--- src/rtl/rcsb_cfg.svh ---
// What this block does
// - 8-bit count, prescale 1000, 100 us tick
// - Count readable only in DSI3 or PSI5 diagnostic
// - Status readable only in DSI3 or PSI5 diagnostic
// - Signal-processing summary ORs five flags
// - Link summary follows oscillator training fault
// - Memory/heat summary ORs five memory/temperature bits
// - Power summary ORs seven power fault bits
// - Shared recovery timer reloads, then counts down
// - DSI3 strict: silent, then one error response
// - DSI3 strict: read/report clears at zero
// - Holdoff or PSI5: suppress, auto-clear at zero
// - Reset-occurred set at reset, read/report clears
// - Initialising after reset or config nibble change
// - Fault-free power status clears after two reads
// - Buffer low monitor sets bit, reloads timer
// - Bus input low monitor sets bit, reloads timer
// - Memory/heat faults clear on read or report
// - Write-active follows the memory write itself
`ifndef RCSB_CFG_SVH
`define RCSB_CFG_SVH

// ****************************************
// Register map
// ****************************************
`define RCSB_ADDR_COUNT     8'h00
`define RCSB_ADDR_SUMMARY   8'h01
`define RCSB_ADDR_POWER     8'h02

// ****************************************
// Protocol select codes
// ****************************************
`define RCSB_PSEL_DSI3_A    3'h0
`define RCSB_PSEL_DSI3_B    3'h3
`define RCSB_PSEL_PSI5_A    3'h1
`define RCSB_PSEL_PSI5_B    3'h5

// ****************************************
// Timing: primary oscillator made from the system clock
// ****************************************
`define RCSB_CLK_MHZ        6'h19
`define RCSB_OSC_MHZ        6'h0A
`define RCSB_PRESCALE_LAST  10'h3E7

// ****************************************
// Field layout and reset values
// ****************************************
`define RCSB_PWR_MASK       8'hEF
`define RCSB_COUNT_RST      8'h00
`define RCSB_ZERO8          8'h00
`define RCSB_TIMER_W        24

`endif

--- src/rtl/rcsb_pkg.sv ---
package rcsb_pkg;
    typedef enum logic [1:0] {
        RCSB_PROTO_DSI3,
        RCSB_PROTO_PSI5,
        RCSB_PROTO_OTHER
    } rcsb_proto_t;

    typedef enum logic [1:0] {
        RCSB_PWR_CLEAN,
        RCSB_PWR_RECOVER,
        RCSB_PWR_REPORT
    } rcsb_pwr_state_t;
endpackage

--- src/rtl/rcsb_if.sv ---
`timescale 1ns/1ps
`default_nettype none
interface rcsb_if;
    import rcsb_pkg::*;
    logic [7:0]  count;
    rcsb_proto_t proto;
    logic        holdoff_dis;
    logic [7:0]  pwr_mon;
    logic        pwr_read;
    logic        tx_done;
    logic [7:0]  pwr_bits;
    logic        tx_hold;
    logic        tx_err_code;

    modport tick (output count);
    modport pwr  (input proto, holdoff_dis, pwr_mon, pwr_read, tx_done,
                  output pwr_bits, tx_hold, tx_err_code);
    modport top  (input count, pwr_bits, tx_hold, tx_err_code,
                  output proto, holdoff_dis, pwr_mon, pwr_read, tx_done);
endinterface
`default_nettype wire

--- src/rtl/rcsb_tick.sv ---
`timescale 1ns/1ps
`default_nettype none
`include "rcsb_cfg.svh"
module rcsb_tick (
    input wire logic clk_sys_i,
    input wire logic resetn_i,
    rcsb_if.tick     tk
);
    import rcsb_pkg::*;

    // ****************************************
    // Oscillator strobe, prescaler and rolling counter
    // ****************************************
    // Phase accumulator makes the oscillator rate; prescaler stays /1000
    logic [4:0] phase;
    logic [4:0] next_phase;
    logic [9:0] pre;
    logic [9:0] next_pre;
    logic [7:0] cnt;
    logic [7:0] next_cnt;
    logic [5:0] sum;

    always_comb begin
        sum        = {1'b0, phase} + `RCSB_OSC_MHZ;
        next_phase = sum[4:0];
        next_pre   = pre;
        next_cnt   = cnt;
        if (sum >= `RCSB_CLK_MHZ) begin
            next_phase = 5'(sum - `RCSB_CLK_MHZ);
            if (pre == `RCSB_PRESCALE_LAST) begin
                next_pre = '0;
                next_cnt = cnt + 1'b1;
            end else begin
                next_pre = pre + 1'b1;
            end
        end
    end

    always_ff @(posedge clk_sys_i or negedge resetn_i) begin
        if (!resetn_i) begin
            phase <= '0;
            pre   <= '0;
            cnt   <= `RCSB_COUNT_RST;
        end else begin
            phase <= next_phase;
            pre   <= next_pre;
            cnt   <= next_cnt;
        end
    end

    assign tk.count = cnt;
endmodule
`default_nettype wire

--- src/rtl/rcsb_power.sv ---
`timescale 1ns/1ps
`default_nettype none
`include "rcsb_cfg.svh"
module rcsb_power #(
    parameter int RECOVERY_CYCLES = 10000
) (
    input wire logic clk_sys_i,
    input wire logic resetn_i,
    rcsb_if.pwr      pw
);
    import rcsb_pkg::*;

    localparam logic [`RCSB_TIMER_W-1:0] RELOAD =
        `RCSB_TIMER_W'(RECOVERY_CYCLES);

    // ****************************************
    // Monitor synchronisers
    // ****************************************
    logic [7:0] mon_meta;
    logic [7:0] mon_sync;

    always_ff @(posedge clk_sys_i or negedge resetn_i) begin
        if (!resetn_i) begin
            mon_meta <= `RCSB_ZERO8;
            mon_sync <= `RCSB_ZERO8;
        end else begin
            mon_meta <= pw.pwr_mon;
            mon_sync <= mon_meta;
        end
    end

    // ****************************************
    // Recovery timer and fault bits
    // ****************************************
    logic [`RCSB_TIMER_W-1:0] timer;
    logic [`RCSB_TIMER_W-1:0] next_timer;
    logic [7:0]               bits;
    logic [7:0]               next_bits;
    logic                     rd_once;
    logic                     next_rd_once;
    logic                     hold;
    logic                     next_hold;
    rcsb_pwr_state_t          state;
    rcsb_pwr_state_t          next_state;
    logic [7:0]               raw;
    logic                     any_raw;
    logic                     strict;
    logic                     clear;

    always_comb begin
        raw          = mon_sync & `RCSB_PWR_MASK;
        any_raw      = |raw;
        strict       = (pw.proto == RCSB_PROTO_DSI3) && !pw.holdoff_dis;
        next_timer   = timer;
        if (any_raw) begin
            next_timer = RELOAD;
        end else if (timer != '0) begin
            next_timer = timer - 1'b1;
        end
        clear        = 1'b0;
        if (timer == '0) begin
            if (strict) begin
                clear = pw.pwr_read || pw.tx_done;
            end else begin
                clear = 1'b1;
            end
        end
        next_rd_once = rd_once;
        if (any_raw || bits == `RCSB_ZERO8) begin
            next_rd_once = 1'b0;
        end else if (pw.pwr_read) begin
            next_rd_once = !rd_once;
            if (rd_once) begin
                clear = 1'b1;
            end
        end
        // A fresh fault wins over a clear
        next_bits    = (clear ? `RCSB_ZERO8 : bits) | raw;
        next_hold    = next_timer != '0;
        next_state   = state;
        unique case (state)
            RCSB_PWR_CLEAN: begin
                if (any_raw) begin
                    next_state = RCSB_PWR_RECOVER;
                end
            end
            RCSB_PWR_RECOVER: begin
                if (!any_raw && timer == 24'h00_0001) begin
                    next_state = strict ? RCSB_PWR_REPORT
                                        : RCSB_PWR_CLEAN;
                end
            end
            RCSB_PWR_REPORT: begin
                if (any_raw) begin
                    next_state = RCSB_PWR_RECOVER;
                end else if (pw.tx_done) begin
                    next_state = RCSB_PWR_CLEAN;
                end
            end
        endcase
    end

    always_ff @(posedge clk_sys_i or negedge resetn_i) begin
        if (!resetn_i) begin
            timer   <= '0;
            bits    <= `RCSB_ZERO8;
            rd_once <= 1'b0;
            hold    <= 1'b0;
            state   <= RCSB_PWR_CLEAN;
        end else begin
            timer   <= next_timer;
            bits    <= next_bits;
            rd_once <= next_rd_once;
            hold    <= next_hold;
            state   <= next_state;
        end
    end

    assign pw.pwr_bits    = bits;
    assign pw.tx_hold     = hold;
    assign pw.tx_err_code = state == RCSB_PWR_REPORT;
endmodule
`default_nettype wire

--- src/rtl/rcsb_bank.sv ---
`timescale 1ns/1ps
`default_nettype none
`include "rcsb_cfg.svh"
module rcsb_bank #(
    parameter int RECOVERY_CYCLES = 10000,
    parameter int STARTUP_CYCLES  = 10000
) (
    input  wire logic       clk_sys_i,
    input  wire logic       resetn_i,
    input  wire logic [2:0] protocol_select_i,
    input  wire logic       psi5_diag_mode_i,
    input  wire logic       power_fault_holdoff_disable_i,
    input  wire logic       reg_rd_i,
    input  wire logic       reg_wr_i,
    input  wire logic [7:0] reg_addr_i,
    input  wire logic [7:0] channel_user_config_i,
    input  wire logic [7:0] power_monitor_i,
    input  wire logic [4:0] dsp_status_i,
    input  wire logic       oscillator_training_fault_i,
    input  wire logic [3:0] memory_fault_event_i,
    input  wire logic       memory_write_active_i,
    input  wire logic       memory_status_read_i,
    input  wire logic       factory_test_active_i,
    input  wire logic       tx_done_i,
    output var  logic [7:0] rd_data_o,
    output var  logic       rd_valid_o,
    output var  logic       acc_refused_o,
    output var  logic       tx_hold_o,
    output var  logic       tx_error_code_o
);
    import rcsb_pkg::*;

    localparam logic [`RCSB_TIMER_W-1:0] STARTUP =
        `RCSB_TIMER_W'(STARTUP_CYCLES);

    rcsb_if link ();

    // ****************************************
    // Submodules
    // ****************************************
    rcsb_tick u_tick (
        .clk_sys_i (clk_sys_i),
        .resetn_i  (resetn_i),
        .tk        (link.tick)
    );

    rcsb_power #(
        .RECOVERY_CYCLES (RECOVERY_CYCLES)
    ) u_power (
        .clk_sys_i (clk_sys_i),
        .resetn_i  (resetn_i),
        .pw        (link.pwr)
    );

    // ****************************************
    // Mode decode and access check
    // ****************************************
    rcsb_proto_t proto;
    logic        readable;
    logic        addr_hit;
    logic        rd_ok;

    always_comb begin
        unique case (protocol_select_i)
            `RCSB_PSEL_DSI3_A, `RCSB_PSEL_DSI3_B: proto = RCSB_PROTO_DSI3;
            `RCSB_PSEL_PSI5_A, `RCSB_PSEL_PSI5_B: proto = RCSB_PROTO_PSI5;
            default:                              proto = RCSB_PROTO_OTHER;
        endcase
        readable = (proto == RCSB_PROTO_DSI3) ||
                   (proto == RCSB_PROTO_PSI5 && psi5_diag_mode_i);
        addr_hit = (reg_addr_i == `RCSB_ADDR_COUNT)   ||
                   (reg_addr_i == `RCSB_ADDR_SUMMARY) ||
                   (reg_addr_i == `RCSB_ADDR_POWER);
        // Only a served read has side effects
        rd_ok    = reg_rd_i && !reg_wr_i && readable && addr_hit;
    end

    assign link.proto       = proto;
    assign link.holdoff_dis = power_fault_holdoff_disable_i;
    assign link.pwr_mon     = power_monitor_i;
    assign link.pwr_read    = rd_ok && reg_addr_i == `RCSB_ADDR_POWER;
    assign link.tx_done     = tx_done_i;

    // ****************************************
    // Sticky status bits
    // ****************************************
    logic                     reset_occurred;
    logic                     next_reset_occurred;
    logic                     initialising;
    logic                     next_initialising;
    logic [`RCSB_TIMER_W-1:0] init_timer;
    logic [`RCSB_TIMER_W-1:0] next_init_timer;
    logic [3:0]               cfg_nibble;
    logic [3:0]               next_cfg_nibble;
    logic [3:0]               mem_faults;
    logic [3:0]               next_mem_faults;
    logic                     sum_read;

    always_comb begin
        sum_read            = rd_ok && reg_addr_i == `RCSB_ADDR_SUMMARY;
        next_reset_occurred = reset_occurred;
        if (sum_read || tx_done_i) begin
            next_reset_occurred = 1'b0;
        end
        next_cfg_nibble     = channel_user_config_i[7:4];
        next_init_timer     = init_timer;
        next_initialising   = initialising;
        if (channel_user_config_i[7:4] != cfg_nibble) begin
            next_init_timer   = STARTUP;
            next_initialising = 1'b1;
        end else if (init_timer != '0) begin
            next_init_timer   = init_timer - 1'b1;
        end else begin
            next_initialising = 1'b0;
        end
        next_mem_faults     = mem_faults;
        if (memory_status_read_i || tx_done_i) begin
            next_mem_faults = '0;
        end
        // A new event wins over a clear
        next_mem_faults     = next_mem_faults | memory_fault_event_i;
    end

    always_ff @(posedge clk_sys_i or negedge resetn_i) begin
        if (!resetn_i) begin
            reset_occurred <= 1'b1;
            initialising   <= 1'b1;
            init_timer     <= STARTUP;
            cfg_nibble     <= '0;
            mem_faults     <= '0;
        end else begin
            reset_occurred <= next_reset_occurred;
            initialising   <= next_initialising;
            init_timer     <= next_init_timer;
            cfg_nibble     <= next_cfg_nibble;
            mem_faults     <= next_mem_faults;
        end
    end

    // ****************************************
    // Summary bits
    // ****************************************
    logic [7:0] summary_status;
    logic       dsp_fault_summary;
    logic       link_fault_summary;
    logic       memory_heat_fault_summary;
    logic       power_fault_summary;

    always_comb begin
        dsp_fault_summary         = |dsp_status_i;
        link_fault_summary        = oscillator_training_fault_i;
        memory_heat_fault_summary = (|mem_faults) ||
                                    memory_write_active_i;
        power_fault_summary       = |link.pwr_bits;
        summary_status            = {dsp_fault_summary,
                                     1'b0,
                                     link_fault_summary,
                                     memory_heat_fault_summary,
                                     power_fault_summary,
                                     factory_test_active_i,
                                     reset_occurred,
                                     initialising};
    end

    // ****************************************
    // Read answer
    // ****************************************
    // Writes only show up as refused
    logic [7:0] rd_data;
    logic [7:0] next_rd_data;
    logic       rd_valid;
    logic       next_rd_valid;
    logic       refused;
    logic       next_refused;

    always_comb begin
        next_rd_data  = `RCSB_ZERO8;
        if (rd_ok) begin
            unique case (reg_addr_i)
                `RCSB_ADDR_COUNT:   next_rd_data = link.count;
                `RCSB_ADDR_SUMMARY: next_rd_data = summary_status;
                `RCSB_ADDR_POWER:   next_rd_data = link.pwr_bits;
                default:            next_rd_data = `RCSB_ZERO8;
            endcase
        end
        next_rd_valid = reg_rd_i && !reg_wr_i;
        next_refused  = reg_wr_i || (reg_rd_i && !rd_ok);
    end

    always_ff @(posedge clk_sys_i or negedge resetn_i) begin
        if (!resetn_i) begin
            rd_data  <= `RCSB_ZERO8;
            rd_valid <= 1'b0;
            refused  <= 1'b0;
        end else begin
            rd_data  <= next_rd_data;
            rd_valid <= next_rd_valid;
            refused  <= next_refused;
        end
    end

    assign rd_data_o       = rd_data;
    assign rd_valid_o      = rd_valid;
    assign acc_refused_o   = refused;
    assign tx_hold_o       = link.tx_hold;
    assign tx_error_code_o = link.tx_err_code;
endmodule
`default_nettype wire

--- config.mk ---
export PLATFORM = sky130hd
export DESIGN_NAME = rcsb_bank
export DESIGN_NICKNAME = d
export VERILOG_FILES = /design/src/rtl/rcsb_pkg.sv /design/src/rtl/rcsb_if.sv /design/src/rtl/rcsb_tick.sv /design/src/rtl/rcsb_power.sv /design/src/rtl/rcsb_bank.sv
export VERILOG_INCLUDE_DIRS = /design/src /design/src/rtl
export SDC_FILE = /design/constraint.sdc
export NUM_CORES = 1
export LEC_CHECK = 0
export ABC_AREA = 1
export BUFFER_PORTS_ARGS = -buffer_cell sky130_fd_sc_hd__buf_2
export CORE_MARGIN = 5
export CORE_UTILIZATION = 45
export DETAILED_ROUTE_END_ITERATION = 7
export PLACE_DENSITY_LB_ADDON = 0.05
export SLEW_MARGIN = 20
export SYNTH_ARGS = -nofsm -noshare
export SYNTH_HDL_FRONTEND = slang
export SYNTH_SLANG_ARGS = --single-unit
--- constraint.sdc ---
create_clock -name clk_sys_i -period 5.2 [get_ports clk_sys_i]
set_clock_uncertainty 0.2 [all_clocks]
set_input_delay 0.26 -clock clk_sys_i [delete_from_list [all_inputs] [get_ports clk_sys_i]]
set_output_delay 0.26 -clock clk_sys_i [all_outputs]
set_load 0.01 [all_outputs]
# Word level (Yosys, flattened, before mapping)
# Index checks and enable logic that the tools add are counted.
# Widths: inputs -> output; s select.
word_totals:
  wordCells: 110
  output_inout_bits: 12
  register_bits: 119
classes:
  reduce_logical: 42
  n_eq_ne: 15
  addsub: 6
  muxes: 26
  magnitude_cmp: 1
  n_bitwise: 2
ops:
  columns: ["op", "n"]
  rows:
  - ["$mux 24", 4]
  - ["$reduce_bool 24->1", 3]
  - ["$sub 24x1->24 const B", 2]
  - ["$eq 24x1->1 const B", 1]
  - ["$logic_not 24->1", 1]
  - ["$pmux 8 s3", 1]
  - ["$logic_not 8->1", 2]
  - ["$mux 8", 2]
  - ["$add 10x1->10 const B", 1]
  - ["$eq 10x10->1 const B", 1]
  - ["$mux 10", 1]
  - ["$mux 2", 5]
  - ["$logic_and 1x1->1", 9]
  - ["$logic_or 1x1->1", 9]
  - ["$mux 1", 9]
  - ["$add 8x1->8 const B", 1]
  - ["$eq 8x1->1 const B", 1]
  - ["$eq 8x2->1 const B", 1]
  - ["$or 8x8->8", 1]
  - ["$reduce_or 8->1", 1]
  - ["$reduce_or 7->1", 1]
  - ["$add 5x4->6 const B", 1]
  - ["$ge 6x5->1 const B", 1]
  - ["$pmux 2 s3", 1]
  - ["23 further kinds", 32]

# Logic depth before layout (Yosys ltp)
# Gate-level depths: netlist (run 1).
logic_depth:
  ltp_word: 17
  depth_mapped: 13

# Cells and area by module
# From an unflattened synthesis (run 1), not the netlist that was laid out.
unflattened:
  hier_cells: 878
  area_unflattened_um2: 6573.8
by_module_without_submodules:
  columns: ["mod", "area_each_um2", "n_inst", "cells_each", "seq_area_each_um2"]
  rows:
  - ["rcsb_bank", 2560.0, 1, 357, 1109.8]
  - ["rcsb_power", 2558.7, 1, 324, 1226.2]
  - ["rcsb_tick", 1455.1, 1, 197, 575.6]

# Worst setup path before layout (run 1)
# No wires, ideal clock.
synth_path:
  path_type: "register to register"
  startpoint: "reg u_tick.phase[1]"
  endpoint: "reg u_tick.cnt[4] (netlist: u_tick.tk.count[4])"
  arrival_ns: 1.669
  setup_ns: 0.071
  period_less_slack_ns: 1.941
  stages_incl_launch_ff: 11
  path_buffers: 1
  path_slack_ns: 3.259
  path_cell_list: "dfrtp_1 ha_1 xor2_1 a21oi_1 o21ai_1 nand2_1 buf_4 nand3_1 o21ai_0 inv_1 nor2_1"
synth_via:
  elab_chain_cells: 3
synth_lines:
  columns: ["item", "line_no", "text"]
  rows:
  - ["start: declaration", "rcsb_tick.sv:15", "logic [4:0] phase;"]
  - ["start signal: assignment", "rcsb_tick.sv:45", "phase <= next_phase;"]
  - ["$add 5x4->6 (no line)", null, null]
  - ["$ge 6x5->1 (no line)", null, null]
  - ["$reduce_and 2->1 (no line)", null, null]
  - ["end signal: assignment", "rcsb_tick.sv:43", "cnt <= `RCSB_COUNT_RST;"]
  - ["end signal: assignment", "rcsb_tick.sv:47", "cnt <= next_cnt;"]
  - ["end: declaration", "rcsb_tick.sv:19", "logic [7:0] cnt;"]
# No other way between the ends.
# A chain may end at the register's enable or synchronous reset.

# Final worst setup path (run 1)
layout_path:
  startpoint: "in channel_user_config_i[4]"
  endpoint: "reg init_timer[10]"
layout_via:
  elab_chain_cells: 2
layout_lines:
  columns: ["item", "line_no", "text"]
  rows:
  - ["start: declaration", "rcsb_bank.sv:16", "input wire logic [7:0] channel_user_config_i,"]
  - ["$ne 4x4->1 (*)", "rcsb_bank.sv:108", "if (channel_user_config_i[7:4] != cfg_nibble) begin"]
  - ["$mux 24 or $reduce_bool 2->1 (tied branches)", null, null]
  - ["end signal: assignment", "rcsb_bank.sv:134", "init_timer <= next_init_timer;"]
  - ["end: declaration", "rcsb_bank.sv:91", "logic [`RCSB_TIMER_W-1:0] init_timer;"]
# Mark *: on every way between the ends. The rest lies on a longest branch, timed or not.

==> key figures, run 1 <==
Synthesis
  • Top FF cell, synth: dfrtp_1
  • Post-synthesis sequential area ratio: 0.469
  • Post-synth ARST share: 1.00
  • Ys Warns: 0
  • Synthesized area: 6210 sq um
  • EDFF count, synth: 0
  • Yosys reg bits: 116
  • Post-Syn Instances: 774
  • Mean post-synth cell area: 8.02 sq um
  • Post-synthesis net count: 834
  • Distinct cells, synth: 42

Place
  • Hpwl dp: roughly 9900 microns
  • Routability Congestion: 0.906
  • PortBufs: 53
  • Area post-placement: 6660 sq um

Die
  • Die W: 127 microns
  • Die footprint: 16200 sq um
  • Die height: 127 microns
  • Site Rows: 43
  • Initial core utilization: 0.452
  • Total core area: 13700 sq um
  • IO Count: between 50 and 60

Pwr
  • Overall power: roughly 0.0023 W
  • Power per cell area: 301 nW/um^2
  • Leakage: 3.82 nW
  • Peak supply drop: 0.000225 V

Global route
  • Gr usage total: 0.185
  • Vias in the first global route: 5185
  • First-pass GRT wire length: 24500 microns
  • GRT Residual Overflow: 0
  • Initial antenna violation count: 0
  • Pin count of the biggest net entering global routing: 78

Detailed routing
  • Final wirelength: 14000 microns
  • Initial DRC Count: 342
  • Remaining antenna violation count after routing: 0
  • Post-route DRC: 0
  • Drt pass-1 iters: 5
  • Vias post-DR: 5232
  • Via-per-instance ratio: ~5
  • Drt wl/cell: 13.2 microns

STA
  • Min Clock Period, post-route: 2.66 ns
  • Peak Freq: 376 MHz
  • Final setup viols: 0
  • Slew HR: 0.524
  • Fin. Hold Viols: 0
  • Final setup TNS: 0 ns
  • Worst-Margin Slew: 0.714 ns
  • RSZ-0062 raised after global routing: no
  • Fin. max-slew vios: 0
  • Period utilization: 0.512

Worst setup path
  • Worst setup path category: in2reg
  • Crit path DAT: between 2 and 3 ns
  • Crit path to: init_timer[10]
  • Reg2reg setup slack: 2.63 ns
  • Crit path required time: 5.34 ns
  • Crit path from: channel_user_config_i[4]
  • Setup crit start kind: primary input
  • FF-to-FF Start: u_tick.phase[1]
  • Worst-path fanout max: 18
  • CP endpoint kind: flip-flop
  • R2r worst-path depth: 8
  • FF-to-FF End: u_tick.phase[3]

Clocking
  • Clock Pin Slew Worst Setup and Hold Paths: 0.06 ns
  • Clk sink count: ~120
  • Inserted Clock Buffers: 17
  • Clock root cell: clkbuf_16
  • Setup bufs post-CTS: 0
  • Clock Latency Late Sink: 0.41 ns
  • Post_cts resized: 0
  • H-tree depth: 4
  • CTS max path bufs: 2
  • CTS tree: done

Hold path
  • Hold crit path type: in2reg

Outcome
  • Status: finished, final reports clean

Layout
  • Fin area: between 7000 and 8000 sq um
  • Syn-to-layout area delta: 21.4%
  • Layout net count: 926
  • Share of cells above drive strength 1: 0.138
  • N_diodes: 0

Job
  • Max cap viols: 0
Yosys cell counts, types with 2 or more instances:
cell,count,area [sq um]
nand2_1,164,616
inv_1,113,424
dfrtp_1,109,2730
nor2_1,105,394
nand3_1,50,250
xor2_1,30,263
nor3_1,25,125
o21ai_0,24,120
nand4_1,22,138
a21oi_1,21,105
ha_1,13,163
nand3b_1,10,75.1
xnor2_1,10,87.6
nor2_4,8,90.1
nor4_1,8,50.1
dfstp_2,7,184
nor2_2,7,43.8
o21bai_1,5,37.5
nand2_2,4,25.0
o21ai_1,4,20.0
a221oi_1,3,26.3
buf_2,3,15.0
o22ai_1,3,18.8
or2_2,3,18.8
a31oi_1,2,12.5
buf_4,2,15.0
buf_6,2,22.5
clkbuf_1,2,7.51
o31ai_1,2,15.0
how the worst min path moves through the flow:
stage                                  start             endpoint  slack (ns)  cells after the start
2_1_floorplan                       resetn_i        acc_refused_o       -0.24                      0
3_3_place_gp             u_power.mon_meta[7]  u_power.mon_sync[7]        0.13                      0
3_5_place_dp             u_power.mon_meta[7]  u_power.mon_sync[7]        0.13                      0
4_1_cts                        reg_addr_i[0]         rd_data_o[4]        0.02                      5
5_1_grt        power_fault_holdoff_disable_i     u_power.state[1]        0.06                      4
6_report                       reg_addr_i[0]         rd_data_o[4]        0.04                      5
worst max-delay path: stages:
cell,delay [ns]
dlygate4sd3_1,0.54
buf_2,0.13
or2_2,0.26
a21oi_1,0.13
nand2_1,0.41
nor2_2,0.71
inv_1,0.17
o21ai_0,0.11
inv_1,0.07
layout make-up:
| cell class | count | area, sq um |
|---|---|---|
| inverters | 115 | 432 |
| clock inverters | 15 | 179 |
| clock buffers | 17 | 425 |
| multi-input cells | 534 | 2810 |
| well taps | 180 | 225 |
| fillers | 1278 | 6180 |
| flip-flops and latches | 116 | 2910 |
| repair buffers | 82 | 557 |
per-stage QoR:
step                setup slack (ns)   util  hold WS (ns)  std cells
floorplan                       3.26      -        -0.236        774
global placement                2.70  0.485         0.134       1000
detailed placement              2.64  0.485         0.135       1000
CTS                             2.55  0.549        0.0208       1059
global route                    2.33  0.549        0.0646       1059
finish                          2.54  0.549        0.0357       1059
layout by cell type (no fill, tap or decap), types with 4 or more instances in the layout:
master	count
inv_1	113
o21ai_0	24
xnor2_1	10
o21ai_1	4
dfstp_2	7
nor4_1	8
nand3b_1	10
ha_1	13
clkinvlp_4	4
nand4_1	22
nand3_1	50
nor3_1	25
buf_2	52
a21oi_1	21
nor2_2	8
dfrtp_1	109
xor2_1	30
nor2_4	8
nand2_2	4
nand2_1	164
dlygate4sd3_1	27
nor2_1	104
o21bai_1	5
clkbuf_16	17
repair_timing:
item	4_1_cts	5_1_grt
hold endpoints to repair	94	0
setup endpoints to repair	0	0
hold buffers	27	0
sequential cells by signal, indices dropped and copies added, names as in the netlist, 2 cells and up:
signal and count:
cfg_nibble 4, init_timer 24, mem_faults 4, rd_data_o 8, u_power.mon_meta 7, u_power.mon_sync 7
u_power.pw.pwr_bits 7, u_power.state 2, u_power.timer 24, u_tick.phase 5, u_tick.pre 10, u_tick.tk.count 8
cell families (layout without fill, tap and decap cells):
| kind of cell | Yosys count | in the layout | share of synthesized area |
|---|---|---|---|
| buffers and inverters | 124 | 229 | 0.0792 |
| and+or+nand+nor | 412 | 412 | 0.305 |
| adders and majority gates | 13 | 13 | 0.0262 |
| muxes | 1 | 1 | 0.00161 |
| DFF | 116 | 116 | 0.469 |
| AOI/OAI and AO/OA | 68 | 68 | 0.0627 |
| xor gates and xnor gates | 40 | 40 | 0.0565 |
power by group:
part / leakage (nW) / total [W] / switching [W] / internal [W]
logic: 2.09 / 0.000140 / 0.0000810 / 0.0000595
clock network: 0.286 / 0.00119 / 0.000438 / 0.000755
registers: 1.43 / 0.000935 / 0.0000112 / 0.000924
routing by layer:
layer	track usage	wire [microns]
met1	0.244	6530
met2	0.302	6730
met3	0.0489	561
met4	0.0492	140
met5	0	0
(Power assumes the default switching activity.)
==> run 2: changes to the inputs <==
clock period = 2.2 ns   (was 5.2 ns; I/O delays follow)
==> key figures, run 2 (synthesis gave the netlist of run 1 again) <==
Global route
  • First-pass GRT wire length: 25400 microns (+3.6%)
  • Gr usage total: 0.194 (+0.00909)
  • GRT Residual Overflow: 0 (unchanged)
  • Initial antenna violation count: 0 (unchanged)
  • Vias in the first global route: 5518 (+6.4%)
  • Pin count of the biggest net entering global routing: 40 (-49%)

Clocking
  • Clk sink count: 116 (unchanged)
  • H-tree depth: 4 (unchanged)
  • Inserted Clock Buffers: 17 (unchanged)
  • Clock Latency Late Sink: 0.42 ns (about the same)
  • Clock Pin Slew Worst Setup and Hold Paths: 0.06 ns (about the same)
  • CTS max path bufs: 2 (unchanged)
  • CTS tree: done
  • Clock root cell: clkbuf_16

Die
  • Site Rows: 43 (unchanged)
  • Die W: 127 microns (unchanged)
  • Die height: 127 microns (unchanged)
  • Die footprint: 16200 sq um (unchanged)
  • Initial core utilization: 0.452 (unchanged)
  • Total core area: 13700 sq um (unchanged)
  • IO Count: 59 (unchanged)

STA
  • Min Clock Period, post-route: 2.10 ns
  • Hold slack: 0.0484 ns (+0.0128 ns)
  • RSZ-0062 raised after global routing: yes
  • Worst-Margin Slew: 0.482 ns (-0.232 ns)
  • Period utilization: 0.952
  • Fin. max-slew vios: 0 (unchanged)
  • Slew HR: 0.675 (+0.152)
  • Fin. Hold Viols: 0 (unchanged)
  • Peak Freq: approximately 480 MHz
  • Final setup viols: 0 (unchanged)

Detailed routing
  • Drt pass-1 iters: 5 (unchanged)
  • Initial DRC Count: 371 (+8.5%)
  • Vias post-DR: 5491 (+5.0%)
  • Via-per-instance ratio: 4.95 (+0.13%)
  • Met3 routed WL: 572 microns (+2.0%)
  • Met2 routed WL: 7170 microns (+6.6%)
  • Drt wl/cell: 13.5 microns (+2.0%)
  • Final wirelength: 14900 microns (+6.9%)
  • Post-route DRC: 0 (unchanged)
  • Remaining antenna violation count after routing: 0 (unchanged)
  • Highest metal used: met4
  • WL met1: 7010 microns (+7.2%)

Layout
  • Fin area: 8060 sq um (+6.9%)
  • Commonest cells after routing, fill and taps aside: nand2_1 (162), inv_1 (111), dfrtp_1 (109)
  • N_diodes: 0 (unchanged)
  • Syn-to-layout area delta: 29.8%
  • Share of cells above drive strength 1: 0.186 (+0.0484)
  • Filler cells: 1278 (unchanged)
  • Layout net count: 977 (+5.5%)
  • Most common cell after layout, fill and taps aside: nand2_1
  • Top Registers: init_timer x24, u_power.timer x24, u_tick.pre x10

Worst setup path
  • CP endpoint kind: flip-flop
  • Worst setup path category: reg2reg
  • Reg2reg setup slack: 0.10 ns (-2.53 ns)
  • Setup crit start kind: flip-flop
  • Crit path DAT: 2.20 ns (-0.60 ns)
  • Worst-path fanout max: 5 (-13)
  • R2r worst-path depth: 11 (+3)
  • FF-to-FF Start: u_power.timer[0]
  • FF-to-FF End: u_power.pw.tx_hold
  • Crit path required time: 2.30 ns (-3.04 ns)

Hold path
  • Hold Crit Start: reg_addr_i[2]
  • Hold crit path type: in2reg
  • Worst Hold End: rd_data_o[4]
  • Hold depth: 5 (unchanged)

Place
  • Area post-placement: 6960 sq um (+4.5%)
  • Hpwl dp: 10600 microns (+6.8%)
  • Routability Congestion: 0.925 (+2.2%)
  • PortBufs: 53 (unchanged)

Pwr
  • Peak supply drop: 0.000582 V (+160%)
  • Leakage: 4.07 nW (+6.7%)
  • Power per cell area: 673 nW/um^2 (+120%)

Job
  • Max cap viols: 0 (unchanged)

Outcome
  • Status: finished, final reports clean
==> run 2: layout make-up <==
class / instances / area (sq um) / share of cell area
multi-input combinational: 535 / 2880 / 0.357
timing repair buffer: 132 / 1010 / 0.125
sequential: 116 / 2910 / 0.361
clock inverter: 14 / 178 / 0.0221
inverter: 115 / 432 / 0.0536
clock buffer: 18 / 429 / 0.0533
tap: 180 / 225 / 0.0280
==> run 2: what timing repair did <==
| action | CTS | global route |
|---|---|---|
| endpoints found under the hold margin | 133 | 0 |
| buffers inserted | 0 | 4 |
| setup endpoints to repair | 0 | 25 |
| resized for setup | 0 | 24 |
| hold buffers | 39 | 0 |
==> run 2: metrics by stage <==
step	cells	TNS (ns)	setup slack (ns)	power (W)	utilization
after floorplan	774	0	0.259	0.00241	-
after global placement	1035	0	0.0699	0.00255	0.507
after detailed placement	1035	0	0.0582	0.00256	0.507
after CTS	1106	0	0.0432	0.00548	0.580
after global routing	1110	-0.0751	-0.0516	0.00565	0.587
final	1110	0	0.105	0.00542	0.587
==> run 2: power by group <==
| part | internal [W] | switching (W) | total, W |
|---|---|---|---|
| registers | 0.00218 | 0.0000272 | 0.00221 |
| clock network | 0.00179 | 0.00104 | 0.00283 |
| logic | 0.000170 | 0.000208 | 0.000378 |
==> run 2: worst max path at each step <==
| stage | startpoint | end | slack [ns] |
|---|---|---|---|
| after CTS | u_power.timer[0] | u_power.pw.tx_hold | 0.04 |
| final | u_power.timer[0] | u_power.pw.tx_hold | 0.10 |
| after global placement | u_power.timer[0] | u_power.pw.tx_hold | 0.07 |
| after global routing | u_power.timer[0] | u_power.pw.tx_hold | -0.05 |
| after detailed placement | u_power.timer[0] | u_power.pw.tx_hold | 0.06 |
| after floorplan | u_tick.phase[1] | u_tick.tk.count[4] | 0.26 |
==> run 2: per-layer routing <==
| layer | global-route usage | vias up |
|---|---|---|
| li1 | - | 2775 |
| met1 | 0.252 | 2581 |
| met2 | 0.319 | 115 |
| met3 | 0.0472 | 20 |
| met4 | 0.0644 | 0 |
| met5 | 0 | - |
==> run 2: critical path, stage by stage (launching register included) <==
cell	delay, ns
dfrtp_1	0.38
inv_2	0.10
ha_1	0.19
nand2_2	0.12
nor2_1	0.22
nor2_1	0.06
o21ai_1	0.19
nand3_1	0.11
nor2_1	0.12
nand2_1	0.08
nor2_1	0.14
nand2_1	0.07
==> run 3: changes to the inputs <==
==> constraint.sdc (replaced) <==
create_clock -name clk_sys_i -period 2.2 [get_ports clk_sys_i]
set_clock_uncertainty 0.2 [all_clocks]
set_input_delay 0.33 -clock clk_sys_i [delete_from_list [all_inputs] [get_ports clk_sys_i]]
set_output_delay 0.33 -clock clk_sys_i [all_outputs]
set_load 0.01 [all_outputs]
==> key figures, run 3 (synthesis gave the netlist of run 1 again) <==
Global route
  • Gr usage total: 0.191 (-0.00337)
  • First-pass GRT wire length: 25200 microns (-0.76%)
  • GRT Residual Overflow: 0 (unchanged)
  • Vias in the first global route: 5503 (-0.27%)
  • Initial antenna violation count: 0 (unchanged)
  • Pin count of the biggest net entering global routing: 68 (+70%)

STA
  • Peak Freq: 471 MHz (-1.3%)
  • Fin. Hold Viols: 0 (unchanged)
  • Worst-Margin Slew: 0.469 ns (-0.0139 ns)
  • Fin. max-slew vios: 0 (unchanged)
  • Period utilization: 0.965 (+0.0126)
  • Final setup viols: 0 (unchanged)
  • Hold slack: 0.0177 ns (-0.0308 ns)
  • Min Clock Period, post-route: 2.12 ns (+0.0277 ns)
  • Setup WS post-layout: 0.0768 ns (-0.0277 ns)
  • Slew HR: 0.686 (+0.0111)

Layout
  • Final core utilization: 0.584 (-0.00301)
  • Most common cell after layout, fill and taps aside: nand2_1
  • Commonest cells after routing, fill and taps aside: nand2_1 (162), inv_1 (110), dfrtp_1 (107)
  • Share of cells above drive strength 1: 0.211 (+0.0249)
  • Top Registers: init_timer x24, u_power.timer x24, u_tick.pre x10
  • Layout net count: 981 (+0.41%)
  • Filler cells: 1271 (-0.55%)
  • Syn-to-layout area delta: 29.2%
  • N_diodes: 0 (unchanged)
  • Fin area: 8020 sq um (-0.51%)

Die
  • IO Count: 59 (unchanged)
  • Die footprint: 16200 sq um (unchanged)
  • Initial core utilization: 0.452 (unchanged)
  • Die height: 127 microns (unchanged)
  • Total core area: 13700 sq um (unchanged)
  • Site Rows: 43 (unchanged)
  • Die W: 127 microns (unchanged)

Detailed routing
  • Initial DRC Count: 312 (-16%)
  • Remaining antenna violation count after routing: 0 (unchanged)
  • Vias post-DR: 5501 (+0.18%)
  • Final wirelength: 14700 microns (-1.5%)
  • Drt pass-1 iters: 4 (-1)
  • Via-per-instance ratio: 4.94 (-0.18%)
  • Drt wl/cell: 13.2 microns (-1.9%)
  • Post-route DRC: 0 (unchanged)

Clocking
  • H-tree depth: 4 (unchanged)
  • Clock Pin Slew Worst Setup and Hold Paths: 0.06 ns (about the same)
  • Clock root cell: clkbuf_16
  • CTS tree: done
  • Clock Latency Late Sink: 0.42 ns (about the same)
  • Inserted Clock Buffers: 17 (unchanged)
  • Clk sink count: 116 (unchanged)
  • CTS max path bufs: 2 (unchanged)

Worst setup path
  • Worst setup path category: reg2reg
  • Setup crit start kind: flip-flop
  • CP endpoint kind: flip-flop
  • Crit path required time: 2.31 ns (about the same)
  • FF-to-FF Start: u_power.timer[6]
  • Crit path DAT: 2.23 ns (+0.03 ns)
  • R2r worst-path depth: 11 (unchanged)
  • Worst-path fanout max: 6 (+1)
  • Reg2reg setup slack: 0.08 ns (-0.03 ns)
  • FF-to-FF End: u_power.pw.tx_hold

Hold path
  • Worst Hold End: mem_faults[1]
  • Hold depth: 3 (-2)
  • Hold Crit Start: memory_status_read_i
  • Hold crit path type: in2reg

Job
  • Max cap viols: 0 (unchanged)

Place
  • PortBufs: 53 (unchanged)
  • Hpwl dp: 10700 microns (+0.96%)
  • Routability Congestion: 0.857 (-7.4%)
  • Area post-placement: 7050 sq um (+1.3%)
  • Worst slack at placement: 0.0492 ns (-0.00901 ns)

Pwr
  • Power per cell area: 658 nW/um^2 (-2.3%)
  • Leakage: 4.07 nW (about the same)
  • Peak supply drop: 0.000668 V (+15%)

Outcome
  • Status: finished, final reports clean
run 3: cell types whose count changed in the layout (fill, tap and decap cells not counted), moves of 3 or more:
cell,before,now
inv_8,0,3
nor2_2,9,13
buf_6,0,3
buf_4,39,56
dlygate4sd3_1,36,23
o21ai_1,11,6
o21ai_0,16,22
nor2_1,102,97
run 3: layout make-up:
class | count | area, sq um | area share
Inverter | 115 | 432 | 0.0539
Timing Repair Buffer | 136 | 985 | 0.123
Multi-Input combinational cell | 535 | 2880 | 0.360
Sequential cell | 116 | 2910 | 0.364
Clock inverter | 15 | 151 | 0.0189
Tap cell | 180 | 225 | 0.0281
Clock buffer | 17 | 425 | 0.0531
run 3: stage by stage:
step           instances  total power [W]  TNS, ns
2_1_floorplan        774          0.00241        0
3_3_place_gp        1049          0.00255        0
3_5_place_dp        1049          0.00257        0
4_1_cts             1104          0.00531        0
5_1_grt             1114          0.00548  -0.0244
6_report            1114          0.00527        0
run 3: worst max-delay path by stage:
stage	depth (start not counted)	slack, ns	end	from
floorplan	10	0.26	u_tick.tk.count[4]	u_tick.phase[1]
global placement	10	0.08	u_power.pw.tx_hold	u_power.timer[16]
detailed placement	11	0.05	u_power.pw.tx_hold	u_power.timer[1]
CTS	11	0.03	u_power.pw.tx_hold	u_power.timer[1]
global route	14	-0.02	u_power.pw.tx_hold	u_power.timer[0]
finish	11	0.08	u_power.pw.tx_hold	u_power.timer[6]
run 3: per-layer routing:
layer | GRT usage | vias up | wire length, microns
met5 | 0 | - | 0
met4 | 0.0562 | 0 | 194
met3 | 0.0418 | 17 | 499
met2 | 0.318 | 103 | 7140
met1 | 0.249 | 2599 | 6870
li1 | - | 2782 | -
run 3: worst max-delay path, stage by stage (launching register included):
cell,delay (ns)
dfrtp_1,0.42
nor2_2,0.17
nand2_2,0.11
nor2_4,0.20
nand3_2,0.18
buf_4,0.18
nand2_1,0.07
nand3_1,0.07
nor2_1,0.09
nand2_1,0.10
nor2_2,0.14
nand2_1,0.06
run 3: repair_timing:
item | CTS | global route
hold endpoints to repair | 131 | 0
endpoints found under the setup margin | 0 | 16
hold buffers | 23 | 0
buffers inserted | 0 | 9
gates resized for setup | 0 | 27
run 3: power breakdown:
part           total [W]  switching, W  internal, W
logic           0.000355      0.000202     0.000153
clock network    0.00271       0.00112      0.00158
registers        0.00221     0.0000264      0.00218
